**src/core/dtc_map.svh**
```systemverilog
`ifndef DTC_MAP_SVH
`define DTC_MAP_SVH
// register byte addresses (word aligned)
`define DTC_OFF_CTRL   12'h000
`define DTC_OFF_MODE   12'h004
`define DTC_OFF_LOA    12'h008
`define DTC_OFF_LOB    12'h00C
`define DTC_OFF_HIA    12'h010
`define DTC_OFF_HIB    12'h014
`define DTC_OFF_CTRL2  12'h018
`define DTC_OFF_IEN    12'h01C
// timer_control_reg fields
`define DTC_CTRL_FLAG_B 7
`define DTC_CTRL_RUN_B  6
`define DTC_CTRL_FLAG_A 5
`define DTC_CTRL_RUN_A  4
// timer_mode_reg field bases for timer b (timer a = base + 4)
`define DTC_MODE_GATE  3
`define DTC_MODE_CSEL  2
`define DTC_MODE_MHI   1
`define DTC_MODE_MLO   0
// second_timer_control_reg fields
`define DTC_CTRL2_FAST_A 2
`define DTC_CTRL2_TOG_A  0
// first_interrupt_enable_reg fields
`define DTC_IEN_ETA    1
`define DTC_IEN_ETB    3
// reset values
`define DTC_RST_BYTE   8'h00
// prescale divide count
`define DTC_PRE_DIV    4'hC
`endif

```
**src/core/dtc_pkg.sv**
```systemverilog
package dtc_pkg;
	// per-timer configuration bundle
	typedef struct packed {
		logic [1:0] mode;
		logic       counter_sel;
		logic       gate;
		logic       run;
		logic       fast_clk;
		logic       toggle_en;
	} dtc_cfg_t;
	// decoded mode
	typedef enum logic [1:0] {
		DTC_M13, DTC_M16, DTC_M8R, DTC_MSPLIT
	} dtc_mode_t;
endpackage

```
**src/core/dtc_sync.sv**
```systemverilog
`timescale 1ns/1ns
`default_nettype none
// two-stage synchroniser plus falling edge detect
module dtc_sync (
	// clock and reset
	input  wire logic hclk,
	input  wire logic hresetn,
	// pin in
	input  wire logic pin_in,
	// synchronised level and edge
	output logic      level,
	output logic      fall
);
	logic s1_q;   // first stage, read only by s2
	logic s2_q;   // second stage
	logic s3_q;   // previous sample for edge detect
	// synchroniser chain
	always_ff @(posedge hclk or negedge hresetn) begin
		if (!hresetn) begin
			s1_q <= 1'b0;
			s2_q <= 1'b0;
			s3_q <= 1'b0;
		end else begin
			s1_q <= pin_in;
			s2_q <= s1_q;
			s3_q <= s2_q;
		end
	end
	assign level = s2_q;
	assign fall  = s3_q & ~s2_q;
endmodule
`default_nettype wire

```
**src/core/dtc_timer.sv**
```systemverilog
`timescale 1ns/1ns
`default_nettype none
// one timer channel: prescaler, gating and count modes
module dtc_timer
	import dtc_pkg::*;
(
	// clock and reset
	input  wire logic       hclk,
	input  wire logic       hresetn,
	// configuration
	input  wire dtc_cfg_t   cfg,
	// synchronised pins
	input  wire logic       gate_lvl,
	input  wire logic       pin_fall,
	// software writes
	input  wire logic       wr_lo,
	input  wire logic       wr_hi,
	input  wire logic [7:0] wdata,
	// state
	output logic [7:0]      lo,
	output logic [7:0]      hi,
	output logic            ovf,
	output logic            pin_out
);
`include "dtc_map.svh"
	logic [3:0] pre_q;     // divide-by-12 counter
	logic       tick;      // one count event
	logic       enabled;   // run and gate ok
	logic [7:0] lo_q;
	logic [7:0] hi_q;
	logic       tog_q;
	logic [13:0] sum13;
	logic [16:0] sum16;
	logic [8:0]  sum8;
	// prescaler runs freely; phase is not tied to run
	always_ff @(posedge hclk or negedge hresetn) begin
		if (!hresetn)
			pre_q <= 4'h0;
		else if (pre_q == `DTC_PRE_DIV - 4'h1)
			pre_q <= 4'h0;
		else
			pre_q <= pre_q + 4'h1;
	end
	assign enabled = cfg.run & (~cfg.gate | gate_lvl);
	always_comb begin
		if (cfg.counter_sel)
			tick = pin_fall;
		else if (cfg.fast_clk)
			tick = 1'b1;
		else
			tick = (pre_q == `DTC_PRE_DIV - 4'h1);
	end
	assign sum13 = {1'b0, hi_q, lo_q[4:0]} + 14'h1;
	assign sum16 = {1'b0, hi_q, lo_q} + 17'h1;
	assign sum8  = {1'b0, lo_q} + 9'h1;
	// count registers; software write wins over counting
	always_ff @(posedge hclk or negedge hresetn) begin
		if (!hresetn) begin
			lo_q <= `DTC_RST_BYTE;
			hi_q <= `DTC_RST_BYTE;
		end else if (wr_lo || wr_hi) begin
			if (wr_lo)
				lo_q <= wdata;
			if (wr_hi)
				hi_q <= wdata;
		end else if (enabled && tick) begin
			unique case (dtc_mode_t'(cfg.mode))
				DTC_M13: begin
					lo_q <= {lo_q[7:5], sum13[4:0]};
					hi_q <= sum13[12:5];
				end
				DTC_M16: begin
					lo_q <= sum16[7:0];
					hi_q <= sum16[15:8];
				end
				DTC_M8R, DTC_MSPLIT: begin
					// split mode not supported: behaves as mode 2
					lo_q <= sum8[8] ? hi_q : sum8[7:0];
				end
			endcase
		end
	end
	// overflow pulse per mode
	always_comb begin
		unique case (dtc_mode_t'(cfg.mode))
			DTC_M13: ovf = enabled & tick & sum13[13];
			DTC_M16: ovf = enabled & tick & sum16[16];
			DTC_M8R, DTC_MSPLIT: ovf = enabled & tick & sum8[8];
		endcase
		if (wr_lo || wr_hi)
			ovf = 1'b0;
	end
	// compare toggle output
	always_ff @(posedge hclk or negedge hresetn) begin
		if (!hresetn)
			tog_q <= 1'b0;
		else if (cfg.toggle_en && ovf)
			tog_q <= ~tog_q;
	end
	assign lo      = lo_q;
	assign hi      = hi_q;
	assign pin_out = tog_q;
endmodule
`default_nettype wire

```
**src/core/dtc_top.sv**
```systemverilog
`timescale 1ns/1ns
`default_nettype none
// dual timer/counter with ahb-lite register slave
module dtc_top
	import dtc_pkg::*;
(
	// clock and reset
	input  wire logic        hclk,
	input  wire logic        hresetn,
	// ahb-lite slave
	input  wire logic        hsel,
	input  wire logic [11:0] haddr,
	input  wire logic [1:0]  htrans,
	input  wire logic        hwrite,
	input  wire logic [2:0]  hsize,
	input  wire logic        hready,
	input  wire logic [31:0] hwdata,
	output logic [31:0]      hrdata,
	output logic             hreadyout,
	output logic             hresp,
	// count pins (two-way)
	input  wire logic        pin_a_in,
	output logic             pin_a_out,
	output logic             pin_a_oe,
	input  wire logic        pin_b_in,
	output logic             pin_b_out,
	output logic             pin_b_oe,
	// gate inputs
	input  wire logic        gate_a_in,
	input  wire logic        gate_b_in,
	// interrupt requests
	output logic             irq_a,
	output logic             irq_b
);
`include "dtc_map.svh"
	logic [7:0]  ctrl_q;   // timer_control_reg
	logic [7:0]  mode_q;   // timer_mode_reg
	logic [3:0]  ctrl2_q;  // second_timer_control_reg
	logic [7:0]  ien_q;    // first_interrupt_enable_reg
	logic        wr_q;     // pending write data phase
	logic [11:0] addr_q;   // latched address
	logic        we;       // write strobe
	logic        cnt_a_lvl, cnt_a_fall, cnt_b_lvl, cnt_b_fall;
	logic        gate_a_lvl, gate_b_lvl;
	logic [7:0]  lo_a, hi_a, lo_b, hi_b;
	logic        ovf_a, ovf_b;
	logic        tog_a, tog_b;
	dtc_cfg_t    cfg_a, cfg_b;
	// address phase capture
	always_ff @(posedge hclk or negedge hresetn) begin
		if (!hresetn) begin
			wr_q   <= 1'b0;
			addr_q <= 12'h000;
		end else if (hready) begin
			wr_q   <= hsel & htrans[1] & hwrite;
			addr_q <= haddr;
		end
	end
	assign we        = wr_q;
	assign hreadyout = 1'b1;
	assign hresp     = 1'b0;
	// synchronisers; count pin echoes our drive when compare is on in timer mode
	dtc_sync u_sca (.hclk(hclk), .hresetn(hresetn), .pin_in(pin_a_in),
		.level(cnt_a_lvl), .fall(cnt_a_fall));
	dtc_sync u_scb (.hclk(hclk), .hresetn(hresetn), .pin_in(pin_b_in),
		.level(cnt_b_lvl), .fall(cnt_b_fall));
	dtc_sync u_sga (.hclk(hclk), .hresetn(hresetn), .pin_in(gate_a_in),
		.level(gate_a_lvl), .fall());
	dtc_sync u_sgb (.hclk(hclk), .hresetn(hresetn), .pin_in(gate_b_in),
		.level(gate_b_lvl), .fall());
	// configuration bundles
	always_comb begin
		cfg_a.mode        = mode_q[`DTC_MODE_MHI+4:`DTC_MODE_MLO+4];
		cfg_a.counter_sel = mode_q[`DTC_MODE_CSEL+4];
		cfg_a.gate        = mode_q[`DTC_MODE_GATE+4];
		cfg_a.run         = ctrl_q[`DTC_CTRL_RUN_A];
		cfg_a.fast_clk    = ctrl2_q[`DTC_CTRL2_FAST_A];
		cfg_a.toggle_en   = ctrl2_q[`DTC_CTRL2_TOG_A];
		cfg_b.mode        = mode_q[`DTC_MODE_MHI:`DTC_MODE_MLO];
		cfg_b.counter_sel = mode_q[`DTC_MODE_CSEL];
		cfg_b.gate        = mode_q[`DTC_MODE_GATE];
		cfg_b.run         = ctrl_q[`DTC_CTRL_RUN_B];
		cfg_b.fast_clk    = ctrl2_q[`DTC_CTRL2_FAST_A+1];
		cfg_b.toggle_en   = ctrl2_q[`DTC_CTRL2_TOG_A+1];
	end
	// timer a uses upper nibble of the mode register
	dtc_timer u_ta (.hclk(hclk), .hresetn(hresetn), .cfg(cfg_a),
		.gate_lvl(gate_a_lvl), .pin_fall(cnt_a_fall),
		.wr_lo(we && addr_q == `DTC_OFF_LOA),
		.wr_hi(we && addr_q == `DTC_OFF_HIA),
		.wdata(hwdata[7:0]), .lo(lo_a), .hi(hi_a),
		.ovf(ovf_a), .pin_out(tog_a));
	dtc_timer u_tb (.hclk(hclk), .hresetn(hresetn), .cfg(cfg_b),
		.gate_lvl(gate_b_lvl), .pin_fall(cnt_b_fall),
		.wr_lo(we && addr_q == `DTC_OFF_LOB),
		.wr_hi(we && addr_q == `DTC_OFF_HIB),
		.wdata(hwdata[7:0]), .lo(lo_b), .hi(hi_b),
		.ovf(ovf_b), .pin_out(tog_b));
	// control register; hardware overflow set beats software clear
	always_ff @(posedge hclk or negedge hresetn) begin
		if (!hresetn)
			ctrl_q <= `DTC_RST_BYTE;
		else begin
			if (we && addr_q == `DTC_OFF_CTRL)
				ctrl_q <= hwdata[7:0];
			if (ovf_a)
				ctrl_q[`DTC_CTRL_FLAG_A] <= 1'b1;
			if (ovf_b)
				ctrl_q[`DTC_CTRL_FLAG_B] <= 1'b1;
		end
	end
	// mode, prescale/compare and enable registers
	always_ff @(posedge hclk or negedge hresetn) begin
		if (!hresetn) begin
			mode_q  <= `DTC_RST_BYTE;
			ctrl2_q <= 4'h0;
			ien_q   <= `DTC_RST_BYTE;
		end else if (we) begin
			if (addr_q == `DTC_OFF_MODE)
				mode_q <= hwdata[7:0];
			if (addr_q == `DTC_OFF_CTRL2)
				ctrl2_q <= hwdata[3:0];
			if (addr_q == `DTC_OFF_IEN)
				ien_q <= hwdata[7:0];
		end
	end
	// interrupt requests follow flag gated by enable
	assign irq_a = ctrl_q[`DTC_CTRL_FLAG_A] & ien_q[`DTC_IEN_ETA];
	assign irq_b = ctrl_q[`DTC_CTRL_FLAG_B] & ien_q[`DTC_IEN_ETB];
	// pins driven only in timer mode with compare enabled
	assign pin_a_oe  = cfg_a.toggle_en & ~cfg_a.counter_sel;
	assign pin_b_oe  = cfg_b.toggle_en & ~cfg_b.counter_sel;
	assign pin_a_out = tog_a;
	assign pin_b_out = tog_b;
	// read data registered from the address-phase haddr, zero when unmapped
	always_ff @(posedge hclk or negedge hresetn) begin
		if (!hresetn)
			hrdata <= 32'h0000_0000;
		else if (hready && hsel && htrans[1] && !hwrite) begin
			unique case (haddr)
				`DTC_OFF_CTRL:  hrdata <= {24'h0, ctrl_q};
				`DTC_OFF_MODE:  hrdata <= {24'h0, mode_q};
				`DTC_OFF_LOA:   hrdata <= {24'h0, lo_a};
				`DTC_OFF_LOB:   hrdata <= {24'h0, lo_b};
				`DTC_OFF_HIA:   hrdata <= {24'h0, hi_a};
				`DTC_OFF_HIB:   hrdata <= {24'h0, hi_b};
				`DTC_OFF_CTRL2: hrdata <= {28'h0, ctrl2_q};
				`DTC_OFF_IEN:   hrdata <= {24'h0, ien_q};
				default:        hrdata <= 32'h0000_0000;
			endcase
		end
	end
	// unused synchronised levels of count pins
	logic unused_lvl;
	assign unused_lvl = cnt_a_lvl ^ cnt_b_lvl ^ hsize[0];
endmodule
`default_nettype wire

```
**config.mk**
```make
export PLATFORM = sky130hd
export DESIGN_NAME = dtc_top
export DESIGN_NICKNAME = d
export VERILOG_FILES = /design/src/core/dtc_pkg.sv /design/src/core/dtc_sync.sv /design/src/core/dtc_timer.sv /design/src/core/dtc_top.sv
export VERILOG_INCLUDE_DIRS = /design/src /design/src/core
export SDC_FILE = /design/constraint.sdc
export NUM_CORES = 1
export LEC_CHECK = 0
export ABC_AREA = 1
export BUFFER_PORTS_ARGS = -buffer_cell sky130_fd_sc_hd__buf_2
export CORE_MARGIN = 5
export CORE_UTILIZATION = 50
export DETAILED_ROUTE_END_ITERATION = 10
export PLACE_DENSITY = 0.74
export SYNTH_ARGS = -nofsm -noshare
export SYNTH_HDL_FRONTEND = slang
export SYNTH_SLANG_ARGS = --single-unit
```
**constraint.sdc**
```tcl
create_clock -name hclk -period 1.6 [get_ports hclk]
set_input_delay 0.08 -clock hclk [delete_from_list [all_inputs] [get_ports hclk]]
set_output_delay 0.08 -clock hclk [all_outputs]
set_load 0.03 [all_outputs]
```
# Word-level counts from Yosys, hierarchy flattened
# Cells that the tools add are included.
# totals
reg_bits,125
wordCells,161
output_inout_bits,40
inputBits,58
# classes
bitwise_logic,28
n_reduce_logical,36
addsub,8
mux,32
n_eq_ne,28
# ops
operator,count
$mux W8,15
$eq A12 B5 Y1 const B,8
$pmux W8 S8,1
$eq A12 B4 Y1 const B,4
$pmux W8 S3,2
$add A16 B1 Y17 const B,2
$pmux W8 S2,2
$add A13 B1 Y14 const B,2
$eq A12 B3 Y1 const B,2
$logic_not A12 Y1,2
$add A8 B1 Y9 const B,2
$and A1 B1 Y1,18
$logic_and A1 B1 Y1,12
$ne A2 B1 Y1 const B,6
$reduce_and A3 Y1,4
$reduce_and A2 Y1,5
$add A4 B1 Y4 const B,2
$eq A2 B2 Y1 const B,4
$eq A4 B4 Y1 const B,2
$mux W1,8
$mux W4,2
$not A1 Y1,8
$reduce_bool A2 Y1,4
$pmux W1 S3,2
other kinds (7),13

# Logic depth before layout (Yosys ltp)
# depth
word_depth,8
ltp_mapped,12
mapped_depth_nobuf,12

# Modules after synthesis
# A second synthesis with hierarchy kept.
# hier_totals
hier_cells,930
area_unflattened_um2,6777.8
# modules_own_cells
mod,area_per_inst_um2,seq_area_each_um2,n_inst,cells_per_inst
dtc_top,2971.6,1226.2,1,387
dtc_timer at u_tb,1752.9,525.5,1,262
dtc_timer at u_ta,1712.9,525.5,1,261
dtc_sync,85.1,75.1,4,5

# Worst setup path after synthesis
# OpenSTA, ideal clock, no wires.
# synth_timing
path_kind,register -> register
startpoint,reg u_ta.lo_q[0] (netlist: u_ta.lo[0])
endpoint,reg u_ta.lo_q[0] (netlist: u_ta.lo[0])
required_time_ns,1.474
period_less_slack_ns,1.586
setup_ns,0.126
n_path_buf,0
slack_ns,0.014
stages_incl_launch_ff,11
arrival_time_ns,1.459
cell_sequence,dfrtp_1 -> ha_1 -> nand2_1 -> nor2_4 -> nand3_4 -> inv_1 -> nand2_1 -> nand3_1 -> nand2_1 -> nand2_1 -> o21ai_0
# synth_between
elab_chain_cells,5
word_cells_on_any_way,7
classes_between,add/sub (3); mux (4)
# synth_rtl
item,line_no,rtl
from (decl),dtc_timer.sv:29,logic [7:0] lo_q;
from (signal assigned),dtc_timer.sv:59,lo_q <= `DTC_RST_BYTE;
from (signal assigned),dtc_timer.sv:63,lo_q <= wdata;
from (signal assigned),dtc_timer.sv:69,"lo_q <= {lo_q[7:5], sum13[4:0]};"
$add A8 B1 Y9,dtc_timer.sv:55,"assign sum8 = {1'b0, lo_q} + 9'h1;"
$mux W8,dtc_timer.sv:78,lo_q <= sum8[8] ? hi_q : sum8[7:0];
$pmux W8 S3 *,dtc_timer.sv:67,unique case (dtc_mode_t'(cfg.mode))
$mux W8 *,dtc_timer.sv:66,end else if (enabled && tick) begin
$mux W8 *,dtc_timer.sv:61,end else if (wr_lo || wr_hi) begin
# Mark *: on every way between the ends. The rest lies on a longest branch, timed or not. The select of a mux whose other input is x is not followed.
# A chain may end at the register's enable or synchronous reset.

# Final worst setup path
# layout_timing
startpoint,reg addr_q[11]
endpoint,reg u_tb.lo_q[6] (netlist: u_tb.lo[6])
# layout_between
elab_chain_cells,5
word_cells_on_any_way,10
classes_between,eq/ne (4); mux (1); reduce/logical (5)
# layout_rtl
item,line_no,rtl
from (decl),dtc_top.sv:41,logic [11:0] addr_q;
from (signal assigned),dtc_top.sv:56,addr_q <= haddr;
$eq A12 B4 Y1 (no source line) or $eq A12 B5 Y1 (tied branches),-,
$logic_and A1 B1 Y1 (no source line),-,
$logic_or A1 B1 Y1,dtc_timer.sv:61,
$ne A2 B1 Y1 (no source line) or $reduce_bool A2 Y1 (tied branches),-,
$reduce_and A3 Y1 (no source line),-,
to (signal assigned),dtc_timer.sv:59,
to (signal assigned),dtc_timer.sv:63,
to (signal assigned),dtc_timer.sv:69,
to (decl),dtc_timer.sv:29,
# Several ways; a longest one is shown, not always the timed one.

==> impl_metrics.json <==
{
  "period_share_pct": 104.9,
  "start_util_pct": 51.33,
  "leakagePower_uw": 0.004867,
  "hold_slack_ps": 22.42,
  "arrival_ps": 1990,
  "postRouteAntennaNets": 0,
  "grt_overflow": 0,
  "r2r-end": "u_tb.lo[6]$_DFFE_PN0P_",
  "drt_iter0_markers": 650,
  "hpwl_microns": 14070,
  "path_class": "flop to flop",
  "avgViaCountPerCell": 5.279,
  "regArea_sq_um": 2529,
  "netlist_area_sq_um": 6530,
  "grt_pass1_vias": 6396,
  "wirelength_microns": 20370,
  "fin_crit_ps": 1679,
  "fill_cells": 1017,
  "syn-mean-instance-area_sq_um": 6.663,
  "seq_area_frac_synth_pct": 38.70,
  "violations": "setup timing",
  "powerDensity_nw_per_um2": 791.8,
  "fmax_ghz": 0.5958,
  "drt_pass1_iterations": 5,
  "rrSetupSlack_ps": -80,
  "grt_usage_pct": 24.98,
  "min_from": "htrans[1]",
  "layout_common_cells": "nand2_1 (331), nand3_1 (112), buf_4 (107)",
  "slew_violations": 0,
  "die_y_microns": 124.3,
  "maxCapViolCount": 0,
  "cts_buffer_depth": 2,
  "io_buffers": 43,
  "finalSetupTns_ps": -590.4,
  "cts-buffers-inserted": 9,
  "p_sw_uw": 2314,
  "hold_path_class": "primary input to flop",
  "grt_pass1_wl_microns": 31790,
  "die_w_microns": 124.3,
  "outcome": "finished, violations left",
  "routedWlPerCell_microns": 15.28,
  "layout_setup_ws_ps": -78.52,
  "htreeDepth": 3,
  "synthFlopType": "dfrtp_1",
  "multi_input_area_sq_um": 3840,
  "root_buffer": "clkbuf_16",
  "num_vias": 7037,
  "finalPower_uw": 6971,
  "grt_max_degree": 58,
  "critPathLaunchType": "flop",
  "fin_util_pct": 69.21,
  "hold_viol_final": 0,
  "drive_above_1_share_pct": 26.96,
  "yosys_warnings": 0,
  "p_comb_share_pct": 25.9,
  "ys_types": 40,
  "cp_max_fo": 5,
  "drc": 0,
  "cts_tree": "yes",
  "r2r-start": "addr_q[11]$_DFFE_PN0P_",
  "r2r_cells": 11,
  "antenna_found_initial": 0,
  "hold_depth": 3,
  "clock_latency_ps": 360,
  "peakVddDrop_mv": 0.5340,
  "ios": 98,
  "yosys_register_bits": 101,
  "netlist_instances": 980,
  "rows": 41,
  "nets": 1218,
  "core_area_sq_um": 12720,
  "dieArea_sq_um": 15450,
  "min_to": "we$_DFFE_PN0P_",
  "skew_ps": 13.04,
  "antennaDiodeCount": 0,
  "crit_required_ps": 1910,
  "p_seq_share_pct": 42.4,
  "p_sw_share_pct": 33.19,
  "rsz0062_at_grt": "yes",
  "numClockSinks": 101,
  "globalplace.congestion": 0.9629,
  "layout.cells.most_common": "nand2_1",
  "synthToLayoutAreaGrowth_pct": 34.83,
  "setup_viol": 19,
  "intPower_uw": 4658,
  "synth-async-reset-ratio_pct": 100.0,
  "synth_edf_count": 0,
  "clk_pin_slew_ps": 80,
  "power_frac_clock_pct": 31.8,
  "endpoint_kind": "flop"
}
layout make-up:
type / count / area share (%)
clock buffers: 11 / 2.871
clock inverters: 5 / 0.4690
inverters: 111 / 4.860
multi-input cells: 747 / 43.61
flip-flops and latches: 101 / 28.72
well taps: 172 / 2.444
repair buffers: 186 / 17.02
timing repair:
item,in CTS,in global routing
gates cloned,1,3
resized for setup,51,115
hold buffers,18,0
buffers inserted,3,13
pin swaps,15,58
endpoints found under the hold margin,118,0
endpoints found under the setup margin,39,63
cell usage after synthesis, types with 2 or more instances:
library cell / instances / area share, %
nand2_1: 363 / 21
nand3_1: 123 / 9.4
inv_1: 107 / 6.2
dfrtp_1: 101 / 39
nor2_1: 90 / 5.2
o21ai_0: 59 / 4.5
buf_4: 26 / 3.0
nand4_1: 12 / 1.1
o21ai_1: 12 / 0.92
buf_2: 10 / 0.77
a21oi_1: 9 / 0.69
clkbuf_1: 6 / 0.34
buf_6: 5 / 0.86
nand2_2: 5 / 0.48
ha_1: 4 / 0.77
nand3_2: 4 / 0.61
nor2_2: 4 / 0.38
xor2_1: 4 / 0.54
inv_2: 3 / 0.17
nand3b_1: 3 / 0.34
nor3_1: 3 / 0.23
a21boi_0: 2 / 0.23
conb_1: 2 / 0.12
nand2_4: 2 / 0.34
nand3_4: 2 / 0.54
nor2_4: 2 / 0.34
o21bai_1: 2 / 0.23
or2_2: 2 / 0.19
xnor2_1: 2 / 0.27
logic make-up after synthesis:
logic type                 count (synthesis)  synth area share, %
xor gates and xnor gates                   6               0.8047
AOI/OAI and AO/OA                         90                7.339
and+or+nand+nor                          618                40.74
muxes                                      1               0.1533
other                                      2               0.1150
buffers and inverters                    158                11.38
adders and majority gates                  4               0.7665
DFF                                      101                38.70
worst max path at each step:
stage | startpoint | to | slack [ps] | cells past startpoint
floorplan | u_ta.lo[0]$_DFFE_PN0P_ | u_ta.lo[0]$_DFFE_PN0P_ | 10 | 10
global placement | addr_q[10]$_DFFE_PN0P_ | u_ta.lo[5]$_DFFE_PN0P_ | -80 | 9
detailed placement | u_ta.pre_q[1]$_DFF_PN0_ | u_ta.hi[3]$_DFFE_PN0P_ | -100 | 10
CTS | addr_q[8]$_DFFE_PN0P_ | u_ta.hi[6]$_DFFE_PN0P_ | -10 | 9
global route | addr_q[11]$_DFFE_PN0P_ | u_tb.hi[4]$_DFFE_PN0P_ | -160 | 11
finish | addr_q[11]$_DFFE_PN0P_ | u_tb.lo[6]$_DFFE_PN0P_ | -80 | 11
critical path: stages (launching register included):
cell and delay (ps):
dfrtp_1 370, inv_2 80, buf_6 110, nand2_4 50
nor3_4 260, nand3_1 140, o21ai_2 200, buf_6 170
nand2_2 50, nand2_2 70, nand2_2 50, nand2_2 60
power groups by stage:
stage | registers (uW) | logic [uW] | clock network (uW)
3_5_place_dp | 2960 | 1550 | 0
5_1_grt | 2970 | 2000 | 2350
2_1_floorplan | 2960 | 942 | 0
3_3_place_gp | 2960 | 1530 | 0
6_report | 2950 | 1800 | 2220
4_1_cts | 2930 | 1660 | 2240
layer usage:
metal	part of all wire (%)	vias up	track usage, %	routed length [microns]
li1	-	3418	-	-
met4	3.0	0	9.220	618
met3	8.4	54	3.816	1718
met2	47	334	40.65	9556
met5	0	-	0	0
met1	42	3231	33.80	8479
flip-flops by register name, indices dropped and copies added, names as in the netlist, 8 cells and up:
name,cells
mode_q,8
addr_q,12
u_ta.lo,8
ien_q,8
ctrl_q,8
hrdata,8
u_ta.hi,8
u_tb.hi,8
u_tb.lo,8
per-stage QoR:
stage               setup slack [ps]  area, sq um  std cells
floorplan                      14.25         6620       1004
global placement              -76.66         7624       1282
detailed placement            -101.2         7624       1282
CTS                           -11.63         8298       1319
global route                  -160.5         8805       1333
finish                        -78.52         8805       1333
(Power assumes the default switching activity.)
